**src/shared/cfq_pkg.sv**
```systemverilog
/*
 * cfq_pkg: constants for the query database readout block.
 * Assumes a 16-bit data bus addressed in words; no other package needed.
 */
package cfq_pkg;

    localparam int          CFQ_ADDR_W      = 8;     // word address bits seen
    localparam int          CFQ_DATA_W      = 16;    // device bus width
    localparam logic [15:0] CFQ_RST_DATA    = 16'h0000;

    // query space partition
    localparam logic [7:0]  CFQ_OFS_ID      = 8'h10; // id string start
    localparam logic [7:0]  CFQ_OFS_SYS     = 8'h1B; // system interface
    localparam logic [7:0]  CFQ_OFS_GEO     = 8'h27; // geometry (elsewhere)

    // id string
    localparam logic [7:0]  CFQ_OFS_SIG0    = 8'h10;
    localparam logic [7:0]  CFQ_OFS_SIG1    = 8'h11;
    localparam logic [7:0]  CFQ_OFS_SIG2    = 8'h12;
    localparam logic [7:0]  CFQ_OFS_PRI_LO  = 8'h13;
    localparam logic [7:0]  CFQ_OFS_PRI_HI  = 8'h14;
    localparam logic [7:0]  CFQ_OFS_EXT_LO  = 8'h15;
    localparam logic [7:0]  CFQ_OFS_EXT_HI  = 8'h16;
    localparam logic [7:0]  CFQ_OFS_ALT_LO  = 8'h17;
    localparam logic [7:0]  CFQ_OFS_ALT_HI  = 8'h18;
    localparam logic [7:0]  CFQ_OFS_SEC_LO  = 8'h19;
    localparam logic [7:0]  CFQ_OFS_SEC_HI  = 8'h1A;
    // system interface
    localparam logic [7:0]  CFQ_OFS_VCC_MIN = 8'h1B;
    localparam logic [7:0]  CFQ_OFS_VCC_MAX = 8'h1C;
    localparam logic [7:0]  CFQ_OFS_VPP_MIN = 8'h1D;
    localparam logic [7:0]  CFQ_OFS_VPP_MAX = 8'h1E;
    localparam logic [7:0]  CFQ_OFS_TW_TYP  = 8'h1F;
    localparam logic [7:0]  CFQ_OFS_TB_TYP  = 8'h20;
    localparam logic [7:0]  CFQ_OFS_TE_TYP  = 8'h21;
    localparam logic [7:0]  CFQ_OFS_TC_TYP  = 8'h22;
    localparam logic [7:0]  CFQ_OFS_TW_MAX  = 8'h23;
    localparam logic [7:0]  CFQ_OFS_TB_MAX  = 8'h24;
    localparam logic [7:0]  CFQ_OFS_TE_MAX  = 8'h25;
    localparam logic [7:0]  CFQ_OFS_TC_MAX  = 8'h26;

    // data values
    localparam logic [7:0]  CFQ_VAL_SIG0    = 8'h51;
    localparam logic [7:0]  CFQ_VAL_SIG1    = 8'h52;
    localparam logic [7:0]  CFQ_VAL_SIG2    = 8'h59;
    localparam logic [7:0]  CFQ_VAL_EXT_LO  = 8'h0A;
    localparam logic [7:0]  CFQ_VAL_EXT_HI  = 8'h01;
    localparam logic [7:0]  CFQ_VAL_NONE    = 8'h00;
    localparam logic [7:0]  CFQ_VAL_VCC_MIN = 8'h17;
    localparam logic [7:0]  CFQ_VAL_VCC_MAX = 8'h20;
    localparam logic [7:0]  CFQ_VAL_VPP_MIN = 8'h85;
    localparam logic [7:0]  CFQ_VAL_VPP_MAX = 8'h95;
    localparam logic [7:0]  CFQ_VAL_TW_TYP  = 8'h06;
    localparam logic [7:0]  CFQ_VAL_TB_BIG  = 8'h0B;
    localparam logic [7:0]  CFQ_VAL_TB_SML  = 8'h0A;
    localparam logic [7:0]  CFQ_VAL_TE_TYP  = 8'h0A;
    localparam logic [7:0]  CFQ_VAL_TW_MAX  = 8'h02;
    localparam logic [7:0]  CFQ_VAL_TBM_BIG = 8'h01;
    localparam logic [7:0]  CFQ_VAL_TBM_SML = 8'h02;
    localparam logic [7:0]  CFQ_VAL_TE_MAX  = 8'h02;

endpackage : cfq_pkg

```
**src/cfq_readout.sv**
```systemverilog
/*
 * cfq_readout: query database readout of a 16-bit flash device.
 * Assumes the command decoder raises i_query_mode after the query command,
 * and that the array path delivers i_array_data on the same clock.
 * Address and mode come from same-clock logic, so no synchronisers.
 */
`timescale 1ns/1ps

module cfq_readout
#(
    parameter logic [15:0] PRIMARY_COMMAND_SET_CODE = 16'h0001, // arbitrary
    parameter bit          LARGEST_DENSITY          = 1'b0
)
(
    input  wire logic                           i_ref_clk,
    input  wire logic                           i_rst,
    input  wire logic                           i_query_mode,
    input  wire logic                           i_rd_req,
    input  wire logic [cfq_pkg::CFQ_ADDR_W-1:0] i_word_addr,
    input  wire logic [cfq_pkg::CFQ_DATA_W-1:0] i_array_data,
    output logic      [cfq_pkg::CFQ_DATA_W-1:0] o_rd_data,
    output logic                                o_rd_valid,
    output logic                                o_in_query
);
    import cfq_pkg::*;

    // state of the readout path
    typedef enum logic [1:0]
    {
        CFQ_IDLE = 2'b01,
        CFQ_SERV = 2'b10
    } cfq_state_t;

    cfq_state_t                 state_reg;     // readout phase
    cfq_state_t                 state_next;
    logic [CFQ_DATA_W-1:0]      data_reg;      // answer word
    logic [CFQ_DATA_W-1:0]      data_next;
    logic                       valid_reg;     // answer strobe
    logic                       inq_reg;       // mode mirror

    wire  [7:0]                 query_byte;    // table lookup result
    wire  [CFQ_DATA_W-1:0]      query_word;    // zero-extended byte
    wire                        in_id;         // id section hit
    wire                        in_sys;        // system section hit
    wire  [7:0]                 tb_typ;        // density-chosen values
    wire  [7:0]                 tb_max;

    // partition decode, geometry and vendor space read zero here
    assign in_id  = (i_word_addr >= CFQ_OFS_ID)
                 && (i_word_addr <  CFQ_OFS_SYS);
    assign in_sys = (i_word_addr >= CFQ_OFS_SYS)
                 && (i_word_addr <  CFQ_OFS_GEO);

    // density-dependent buffer write timing
    assign tb_typ = LARGEST_DENSITY ? CFQ_VAL_TB_BIG
                                    : CFQ_VAL_TB_SML;
    assign tb_max = LARGEST_DENSITY ? CFQ_VAL_TBM_BIG
                                    : CFQ_VAL_TBM_SML;

    // table lookup, one byte per word offset
    function automatic logic [7:0] cfq_lookup(input logic [7:0] ofs);
        logic [7:0] v;
        v = CFQ_VAL_NONE;
        case (ofs)
            CFQ_OFS_SIG0:    v = CFQ_VAL_SIG0;
            CFQ_OFS_SIG1:    v = CFQ_VAL_SIG1;
            CFQ_OFS_SIG2:    v = CFQ_VAL_SIG2;
            CFQ_OFS_PRI_LO:  v = PRIMARY_COMMAND_SET_CODE[7:0];
            CFQ_OFS_PRI_HI:  v = PRIMARY_COMMAND_SET_CODE[15:8];
            CFQ_OFS_EXT_LO:  v = CFQ_VAL_EXT_LO;
            CFQ_OFS_EXT_HI:  v = CFQ_VAL_EXT_HI;
            CFQ_OFS_ALT_LO:  v = CFQ_VAL_NONE;
            CFQ_OFS_ALT_HI:  v = CFQ_VAL_NONE;
            CFQ_OFS_SEC_LO:  v = CFQ_VAL_NONE;
            CFQ_OFS_SEC_HI:  v = CFQ_VAL_NONE;
            CFQ_OFS_VCC_MIN: v = CFQ_VAL_VCC_MIN;
            CFQ_OFS_VCC_MAX: v = CFQ_VAL_VCC_MAX;
            CFQ_OFS_VPP_MIN: v = CFQ_VAL_VPP_MIN;
            CFQ_OFS_VPP_MAX: v = CFQ_VAL_VPP_MAX;
            CFQ_OFS_TW_TYP:  v = CFQ_VAL_TW_TYP;
            CFQ_OFS_TE_TYP:  v = CFQ_VAL_TE_TYP;
            CFQ_OFS_TC_TYP:  v = CFQ_VAL_NONE;
            CFQ_OFS_TW_MAX:  v = CFQ_VAL_TW_MAX;
            CFQ_OFS_TE_MAX:  v = CFQ_VAL_TE_MAX;
            CFQ_OFS_TC_MAX:  v = CFQ_VAL_NONE;
            default:         v = CFQ_VAL_NONE;
        endcase
        return v;
    endfunction : cfq_lookup

    // density entries come from wires, so they sit outside the function
    assign query_byte = (i_word_addr == CFQ_OFS_TB_TYP) ? tb_typ
                      : (i_word_addr == CFQ_OFS_TB_MAX) ? tb_max
                      : (in_id || in_sys) ? cfq_lookup(i_word_addr)
                      : CFQ_VAL_NONE;
    // byte on low lanes, upper lanes forced to zero
    assign query_word = {8'h00, query_byte};

    // next-state and answer selection
    always_comb
    begin
        state_next = state_reg;
        data_next  = data_reg;
        case (state_reg)
            CFQ_IDLE:
            begin
                // query data only once the mode is entered
                if (i_rd_req && i_query_mode)
                begin
                    state_next = CFQ_SERV;
                    data_next  = query_word;
                end
                else if (i_rd_req)
                begin
                    data_next  = i_array_data;
                end
            end
            CFQ_SERV:
            begin
                // leaving the mode drops back to array reads at once
                if (!i_query_mode)
                begin
                    state_next = CFQ_IDLE;
                end
                if (i_rd_req)
                begin
                    data_next = i_query_mode ? query_word
                                             : i_array_data;
                end
            end
            default:
            begin
                state_next = CFQ_IDLE;
            end
        endcase
    end

    // answer registers, one cycle latency per read
    always_ff @(posedge i_ref_clk or posedge i_rst)
    begin
        if (i_rst)
        begin
            state_reg <= CFQ_IDLE;
            data_reg  <= CFQ_RST_DATA;
            valid_reg <= 1'b0;
            inq_reg   <= 1'b0;
        end
        else
        begin
            state_reg <= state_next;
            data_reg  <= data_next;
            valid_reg <= i_rd_req;
            inq_reg   <= i_query_mode;
        end
    end

    assign o_rd_data  = data_reg;
    assign o_rd_valid = valid_reg;
    assign o_in_query = inq_reg;

endmodule : cfq_readout

```
**config.mk**
```make
export PLATFORM = sky130hd
export DESIGN_NAME = cfq_readout
export DESIGN_NICKNAME = d
export VERILOG_FILES = /design/src/shared/cfq_pkg.sv /design/src/cfq_readout.sv
export SDC_FILE = /design/constraint.sdc
export NUM_CORES = 1
export LEC_CHECK = 0
export ABC_AREA = 1
export BUFFER_PORTS_ARGS = -buffer_cell sky130_fd_sc_hd__buf_2
export CAP_MARGIN = 25
export CORE_ASPECT_RATIO = 0.7
export CORE_MARGIN = 4
export CORE_UTILIZATION = 45
export DETAILED_ROUTE_END_ITERATION = 16
export GPL_TIMING_DRIVEN = 1
export PLACE_DENSITY_LB_ADDON = 0.2
export SETUP_SLACK_MARGIN = 0.15
export SYNTH_ARGS = -nofsm -noshare
export SYNTH_HDL_FRONTEND = slang
export SYNTH_SLANG_ARGS = --single-unit
export TNS_END_PERCENT = 1
```
**constraint.sdc**
```tcl
create_clock -name i_ref_clk -period 1.65 [get_ports i_ref_clk]
set_input_delay 0.33 -clock i_ref_clk [delete_from_list [all_inputs] [get_ports i_ref_clk]]
set_output_delay 0.33 -clock i_ref_clk [all_outputs]
set_load 0.02 [all_outputs]
```
[Word-level counts from Yosys, hierarchy flattened]
Memories as Yosys holds them, arrays and structs flattened.
Cells that the tools add are included.
Word-level totals
  memories kept: 1
  register bits: 20
  word-level logic and storage cells: 37
  output and inout bits: 18
  ROM bits: 512
Memory list
  (no name shown): words 64, width 8, read ports 1, clocked after Yosys merged registers in 0, wr ports 0, line cfq_readout.sv:64  | case (ofs)
Operators by class
  equality and inequality tests: 8
  muxes and demuxes: 12
  reduce and logical (&&, ||, !) cells: 8
  magnitude comparators: 4
Operators by type and width (count)
  16-bit 2-to-1 mux: 4
  8-bit 2-to-1 mux: 4
  16-bit one-hot mux with 2 select lines: 1
  8-bit by 6-bit == test with 1-bit output, second input constant: 2
  8-bit by 5-bit greater-or-equal comparator with 1-bit output, second input constant: 2
  8-bit by 5-bit less-than comparator with 1-bit output, second input constant: 1
  8-bit by 6-bit less-than comparator with 1-bit output, second input constant: 1
  2-bit inequality test, second input constant: 3
  2-bit 2-to-1 mux: 2
  2-bit one-hot mux with 2 select lines: 1
  1-bit logical AND: 3
  3-bit inequality test, second input constant: 1
  3-bit AND reduction: 1
  2-bit by 1-bit == test with 1-bit output, second input constant: 1
  2-bit == test, second input constant: 1
  2-bit zero test: 1
  2-bit AND reduction: 1
  2-bit nonzero test: 1
  1-bit logical OR: 1

[Depth between registers and ports, before layout]
Gate-level depths: netlist of run 1.
  depth after elaboration: 9
  depth in mapped cells: 10
  depth with buffers taken out: 10

[Worst setup path after synthesis of run 1]
OpenSTA, ideal clock, no wires.
  path kind: register -> register
  start point: reg state_reg[0]
  end point: reg data_reg[0] (netlist: o_rd_data[0])
  arrival time: 1.479 ns
  clock period less this slack: 1.605 ns
  setup slack: 0.045 ns
  library setup time: 0.126 ns
  data required time: 1.524 ns
  cell stages (with the launch flop): 9
  cell sequence: dfstp_2 inv_1 ha_1 buf_6 o21bai_2 nand2_2 buf_6 a211oi_1 a21oi_1
On the way
  word-level cells in the longest chain between the ends: 3
  elaborated cells between the ends (all ways): 7
Ends and longest elaborated chain
  from (decl): line cfq_readout.sv:34  | cfq_state_t state_reg;
  from (signal assigned): line cfq_readout.sv:150  | state_reg <= state_next;
  2-bit by 1-bit == test with 1-bit output / 2-bit == test (equally long branches): line cfq_readout.sv:104  | case (state_reg)
  3-bit inequality test (no source line), or another cell as far along
  3-bit AND reduction (no source line)
  to (signal assigned): line cfq_readout.sv:151  | data_reg <= data_next;
  to (decl): line cfq_readout.sv:36  | logic [CFQ_DATA_W-1:0] data_reg;
Several ways; a longest one is shown, not always the timed one.
A chain may end at the register's enable or synchronous reset.

[Final worst setup path of run 1]
  start point: reg state_reg[0]
  end point: reg data_reg[1] (netlist: o_rd_data[1])
The elaborated chain is that of the path after synthesis.

==> results_dict.tcl, run 1 <==
set metrics [dict create \
    outcome "complete, no violations" \
    path_class "reg2reg" \
    endpoint_kind "flip-flop" \
    fmax_mhz 641 \
    synth_common_cells "nand2_1 (52), nor2_1 (26), dfrtp_1 (19), o21ai_0 (19), inv_1 (16)" \
    die_x_microns 74.6 \
    synth_nets 234 \
    cts_hold_buffers 0 \
    die_h_microns 54.6 \
    yosysTopAreaCellShare_pct 34.1 \
    pre_cts_ws_ns 0.0436 \
    synth_edf_count 0 \
    setup_viol 0 \
    synthTopCellsByArea "dfrtp_1 (34%), nand2_1 (14%), ha_1 (8.1%)" \
    drv_slew 0 \
    antenna_cells 0 \
    vias_per_cell 4.95 \
    routed_wl_mm 3.53 \
    grt_first_pass_wirelength_mm 5.83 \
    dr.pass1.iters 4 \
    final_nets 285 \
    rsz0062_at_grt "true" \
    tns_ns 0 \
    yosysWarnings 0 \
    synth_most_common_cell "nand2_1" \
    start_util_pct 48.4 \
    maxSlewHeadroom_pct 70.5 \
    ant_nets 0 \
    worst_slack_ns 0.0895 \
    cts_buffers 3 \
    reg2reg_depth 6 \
    dp_hpwl_mm 2.68 \
    area_delta_synth_final_pct 28.6 \
    crit_fanout 5 \
    post_route_cells_drive_above_1_share_pct 32.4 \
    grt_overflow 0 \
    syn_area_sq_mm 0.00140 \
    syn_area_per_cell_sq_um 7.09 \
    clk_pin_slew_ns 0.07 \
    grt_max_degree 21 \
    switching_share_pct 46.9 \
    cts_sinks 20 \
    wire_per_inst_microns 12.5 \
    power.total_mw 2.97 \
    synthCells 197 \
    fillers 282 \
    switching_power_mw 1.39 \
    die_area_sq_mm 0.00407 \
    finalHoldViolations 0 \
    period_minus_slack_ns 1.56 \
    cts_buffer_depth 2 \
    ys_async_sr_fraction_pct 100 \
    core_area_sq_mm 0.00288 \
    io_buffers 45 \
    p_seq_share_pct 28.7 \
    synth_top_cell_by_area "dfrtp_1" \
    num_rows 16 \
    ys_seq_area_share_pct 35.9 \
    io_pins 46 \
    drc 0 \
    r2r_start "state_reg[0]$_DFFE_PP1P_" \
    cp.arrival_ns 1.70 \
    ys_types 24 \
    p_int_mw 1.58 \
    antenna_found_initial 0 \
    finalClockSkew_ns 0.00204 \
    clockPowerShare_pct 12.7 \
    clock-root-buffer "clkbuf_8" \
    p_per_area_mw_per_mm2 1650 \
    h-tree-depth 1 \
    ys.flop_type "dfrtp_1" \
    drv_cap 0 \
    largest_reg_flops 16 \
    ys_ff_latch 20 \
    final_util_pct 62.3 \
    combPwrFrac_pct 58.6 \
    drt_iter0_drc 105 \
    worst_slew_pin_slew_ns 0.442 \
    hold_path.class "in2async" \
    critPathLaunchType "flip-flop" \
    grt_pass1_vias 1204 \
    globalplace.congestion 0.857 \
    vias 1401 \
    min_period_over_period_pct 94.6 \
    required_ns 1.79 \
    clk_latency_ns 0.26 \
    r2r_slack_ns 0.09 \
    cts_tree "yes" \
    leakage_nw 0.907 \
    vdd_drop_max_mv 0.897 \
    r2r-end "o_rd_data[1]$_DFFE_PP0P_" \
    grtUsageTotal_pct 19.1 \
]
## worst max-delay path: stages (launching register included)
cell and delay [ns]:
dfstp_2 0.55, inv_2 0.05, ha_4 0.18, o21bai_4 0.21, nand2_4 0.11, a211oi_1 0.23, a21oi_1 0.11
## cells in the final DEF, fill, tap and decap left out, drive strengths merged, types with 4 or more instances in the layout
master and instances:
ha 9, nand2 55, inv 20, nor3 5, dfrtp 19, nand3 9
buf 50, o21ai 20, a21oi 15, nor2 30, clkbuf 4
## layer usage
metal / GRT usage [%] / share of wire [%] / up-vias
li1: - / - / 743
met1: 29.5 / 52 / 617
met2: 25.7 / 41 / 37
met3: 4.40 / 5.5 / 4
met4: 6.21 / 1.0 / 0
met5: 0 / 0 / -
## how the worst max path moves through the flow
stage / from / cells past startpoint / slack (ns) / end
2_1_floorplan: state_reg[0]$_DFFE_PP1P_ / 8 / 0.11 / o_rd_data[0]$_DFFE_PP0P_
3_3_place_gp: state_reg[0]$_DFFE_PP1P_ / 7 / 0.11 / o_rd_data[5]$_DFFE_PP0P_
3_5_place_dp: state_reg[0]$_DFFE_PP1P_ / 7 / 0.04 / o_rd_data[4]$_DFFE_PP0P_
4_1_cts: state_reg[0]$_DFFE_PP1P_ / 8 / 0.09 / o_rd_data[6]$_DFFE_PP0P_
5_1_grt: state_reg[0]$_DFFE_PP1P_ / 7 / 0.02 / o_rd_data[2]$_DFFE_PP0P_
6_report: state_reg[0]$_DFFE_PP1P_ / 6 / 0.09 / o_rd_data[1]$_DFFE_PP0P_
## stage by stage
stage / cells / hold WS (ns) / area [sq um]
finish: 283 / 0.0770 / 1800
floorplan: 197 / 0.293 / 1430
global route: 283 / 0.0933 / 1800
global placement: 276 / 0.364 / 1670
CTS: 283 / 0.0811 / 1760
detailed placement: 276 / 0.364 / 1670
## power by group through the flow
stage / Sequential, mW / Clock (mW) / Combinational (mW)
finish: 0.852 / 0.376 / 1.74
global route: 0.875 / 0.412 / 1.93
CTS: 0.847 / 0.391 / 1.60
detailed placement: 0.851 / 0 / 1.49
global placement: 0.852 / 0 / 1.46
floorplan: 1.08 / 0 / 0.865
## area by class of cell
| type | instances | area [sq um] | share of cell area [%] |
|---|---|---|---|
| clock buffer | 4 | 55.1 | 3.07 |
| inverter | 21 | 87.6 | 4.88 |
| timing repair buffer | 50 | 263 | 14.6 |
| tap | 36 | 45.0 | 2.51 |
| multi-input combinational | 152 | 843 | 47.0 |
| sequential | 20 | 502 | 27.9 |
## logic make-up (layout without fill, tap and decap cells)
family | after synthesis | after routing | synth area share (%)
AO/OA/AOI/OAI | 44 | 44 | 17.7
adder cells (fa/ha/maj) | 9 | 9 | 8.06
buffers and inverters | 26 | 75 | 8.96
flip-flops | 20 | 20 | 35.9
AND/OR/NAND/NOR | 98 | 99 | 29.4
## what timing repair did
action,in CTS,in global routing
pin swaps,2,5
endpoints found under the setup margin,16,17
cloned,1,0
resized for setup,5,10
buffers inserted,2,0
Power figures use the tool's default switching activity.
==> run 2: changes to the inputs <==
--- a/config.mk
+++ b/config.mk
@@ -10,7 +10,7 @@
 export CAP_MARGIN = 25
 export CORE_ASPECT_RATIO = 0.7
 export CORE_MARGIN = 4
-export CORE_UTILIZATION = 45
+export CORE_UTILIZATION = 50
 export DETAILED_ROUTE_END_ITERATION = 16
 export GPL_TIMING_DRIVEN = 1
 export PLACE_DENSITY_LB_ADDON = 0.2
==> constraint.sdc (replaced) <==
create_clock -name i_ref_clk -period 1.6 [get_ports i_ref_clk]
set_input_delay 0.32 -clock i_ref_clk [delete_from_list [all_inputs] [get_ports i_ref_clk]]
set_output_delay 0.32 -clock i_ref_clk [all_outputs]
set_load 0.02 [all_outputs]
==> results_dict.tcl, run 2 (synthesized netlist as in run 1, its figures left out) <==
set metrics [dict create \
    hold_path.class "in2async" \
    switching_power_mw 1.32 \
    final_nets 287 \
    clk_latency_ns 0.26 \
    num_rows 15 \
    grt_max_degree 21 \
    grt_pass1_vias 1220 \
    die_area_sq_mm 0.00372 \
    core_area_sq_mm 0.00257 \
    layout_common_cells "nand2_1 (52), buf_2 (45), nor2_1 (25)" \
    drv_cap 0 \
    drv_slew 0 \
    largest_reg_flops 16 \
    die_h_microns 52.2 \
    clock-root-buffer "clkbuf_8" \
    post_route_cells_drive_above_1_share_pct 31.7 \
    vias_per_cell 5.07 \
    fillers 222 \
    dp_cells 278 \
    cts_hold_buffers 0 \
    ant_nets 0 \
    grt_overflow 0 \
    m1WireLength_mm 1.71 \
    rsz0062_at_grt "true" \
    tns_ns 0 \
    maxSlewHeadroom_pct 74.0 \
    fmax_mhz 651 \
    h-tree-depth 1 \
    antenna_cells 0 \
    p_per_area_mw_per_mm2 1680 \
    leakage_nw 0.924 \
    die_x_microns 71.2 \
    highest_layer "met3" \
    wl_met3_microns 326 \
    p_int_mw 1.71 \
    cts_buffer_depth 2 \
    wire_per_inst_microns 11.7 \
    dr.pass1.iters 4 \
    endpoint_kind "flip-flop" \
    min_period_over_period_pct 96.0 \
    required_ns 1.75 \
    combPwrFrac_pct 54.8 \
    crit_fanout 8 \
    vias 1434 \
    grt_first_pass_wirelength_mm 5.51 \
    cts_buffers 3 \
    cp.arrival_ns 1.69 \
    antenna_found_initial 0 \
    cpMaxStageDelayCell "dfstp_2" \
    layout_commonest_cell "nand2_1" \
    cts_sinks 20 \
    final_util_pct 70.1 \
    wl_met2_mm 1.27 \
    power.total_mw 3.03 \
    clk_pin_slew_ns 0.07 \
    dp_hpwl_mm 2.65 \
    setup_viol 0 \
    drc 0 \
    fin_cells 283 \
    crit_path_max_incr_delay_ns 0.54 \
    io_buffers 45 \
    period_minus_slack_ns 1.54 \
    finalHoldViolations 0 \
    worst_slew_pin_slew_ns 0.389 \
    critPathLaunchType "flip-flop" \
    area_delta_synth_final_pct 29.0 \
    finalClockSkew_ns 0.00423 \
    outcome "complete, no violations" \
    globalplace.congestion 0.891 \
    grtUsageTotal_pct 18.8 \
    start_util_pct 54.3 \
    drt_iter0_drc 140 \
    path_class "reg2reg" \
    clockPowerShare_pct 16.4 \
    vdd_drop_max_mv 0.974 \
    path_cells "inv_2 -> ha_4 -> inv_2 -> nand2_4 -> clkinvlp_4 -> o22a_1" \
    switching_share_pct 43.6 \
    cts_tree "yes" \
    routed_wl_mm 3.30 \
    path_common_cell "inv_2" \
    io_pins 46 \
    p_seq_share_pct 28.8 \
]
[run 2: routing by layer]
layer | vias up | GRT usage [%]
met3 | 0 | 5.36
li1 | 750 | -
met1 | 626 | 29.1
met2 | 58 | 26.7
met4 | 0 | 0.938
met5 | - | 0
[run 2: power by group through the flow]
stage | combinational (mW) | sequential (mW) | clock (mW)
after floorplan | 0.892 | 1.11 | 0
after global placement | 1.53 | 0.878 | 0
after detailed placement | 1.56 | 0.874 | 0
after CTS | 1.60 | 0.871 | 0.508
after global routing | 1.84 | 0.899 | 0.533
final | 1.66 | 0.871 | 0.497
[run 2: area by class of cell]
class | instances | area [sq um] | share of cell area, %
clock buffers | 3 | 41.3 | 2.29
clock inverters | 1 | 30.0 | 1.67
inverters | 21 | 85.1 | 4.72
multi-input cells | 151 | 816 | 45.3
flip-flops and latches | 20 | 502 | 27.8
well taps | 34 | 42.5 | 2.36
repair buffers | 53 | 285 | 15.8
[run 2: path summary, 6_finish.rpt]
path	start	slack, ns	cells after the start	end
worst max-delay path	state_reg[0]$_DFFE_PP1P_	0.06	6	o_rd_data[2]$_DFFE_PP0P_
worst min-delay path	i_rst	0.07	3	o_rd_data[11]$_DFFE_PP0P_
worst max register to register	state_reg[0]$_DFFE_PP1P_	0.06	6	o_rd_data[2]$_DFFE_PP0P_
worst min register to register	o_rd_data[10]$_DFFE_PP0P_	0.48	2	o_rd_data[10]$_DFFE_PP0P_
max in group asynchronous	i_rst	1.27	3	state_reg[0]$_DFFE_PP1P_
min in group i_ref_clk	i_rd_req	0.22	1	o_rd_valid$_DFF_PP0_
[run 2: metrics by stage]
step | hold slack, ns | setup WS, ns | instance area [sq um]
2_1_floorplan | 0.283 | 0.0618 | 1430
3_3_place_gp | 0.348 | 0.0789 | 1700
3_5_place_dp | 0.350 | 0.0742 | 1700
4_1_cts | 0.0733 | 0.0852 | 1780
5_1_grt | 0.119 | 0.000947 | 1800
6_report | 0.0724 | 0.0645 | 1800
[run 2: worst max-delay path: cells and delay by family (launching register included)]
kind            cells  cell delay [ns]
flops               1             0.54
buf+inv             3             0.27
fa+ha+maj           1             0.25
compound gates      1             0.25
simple gates        1             0.12
[run 2: repair_timing]
item                       in CTS  in global routing
resized for setup               3                  6
setup buffers                   0                  1
setup endpoints to repair      16                 17
cloned                          0                  0
pin swaps                       0                  3
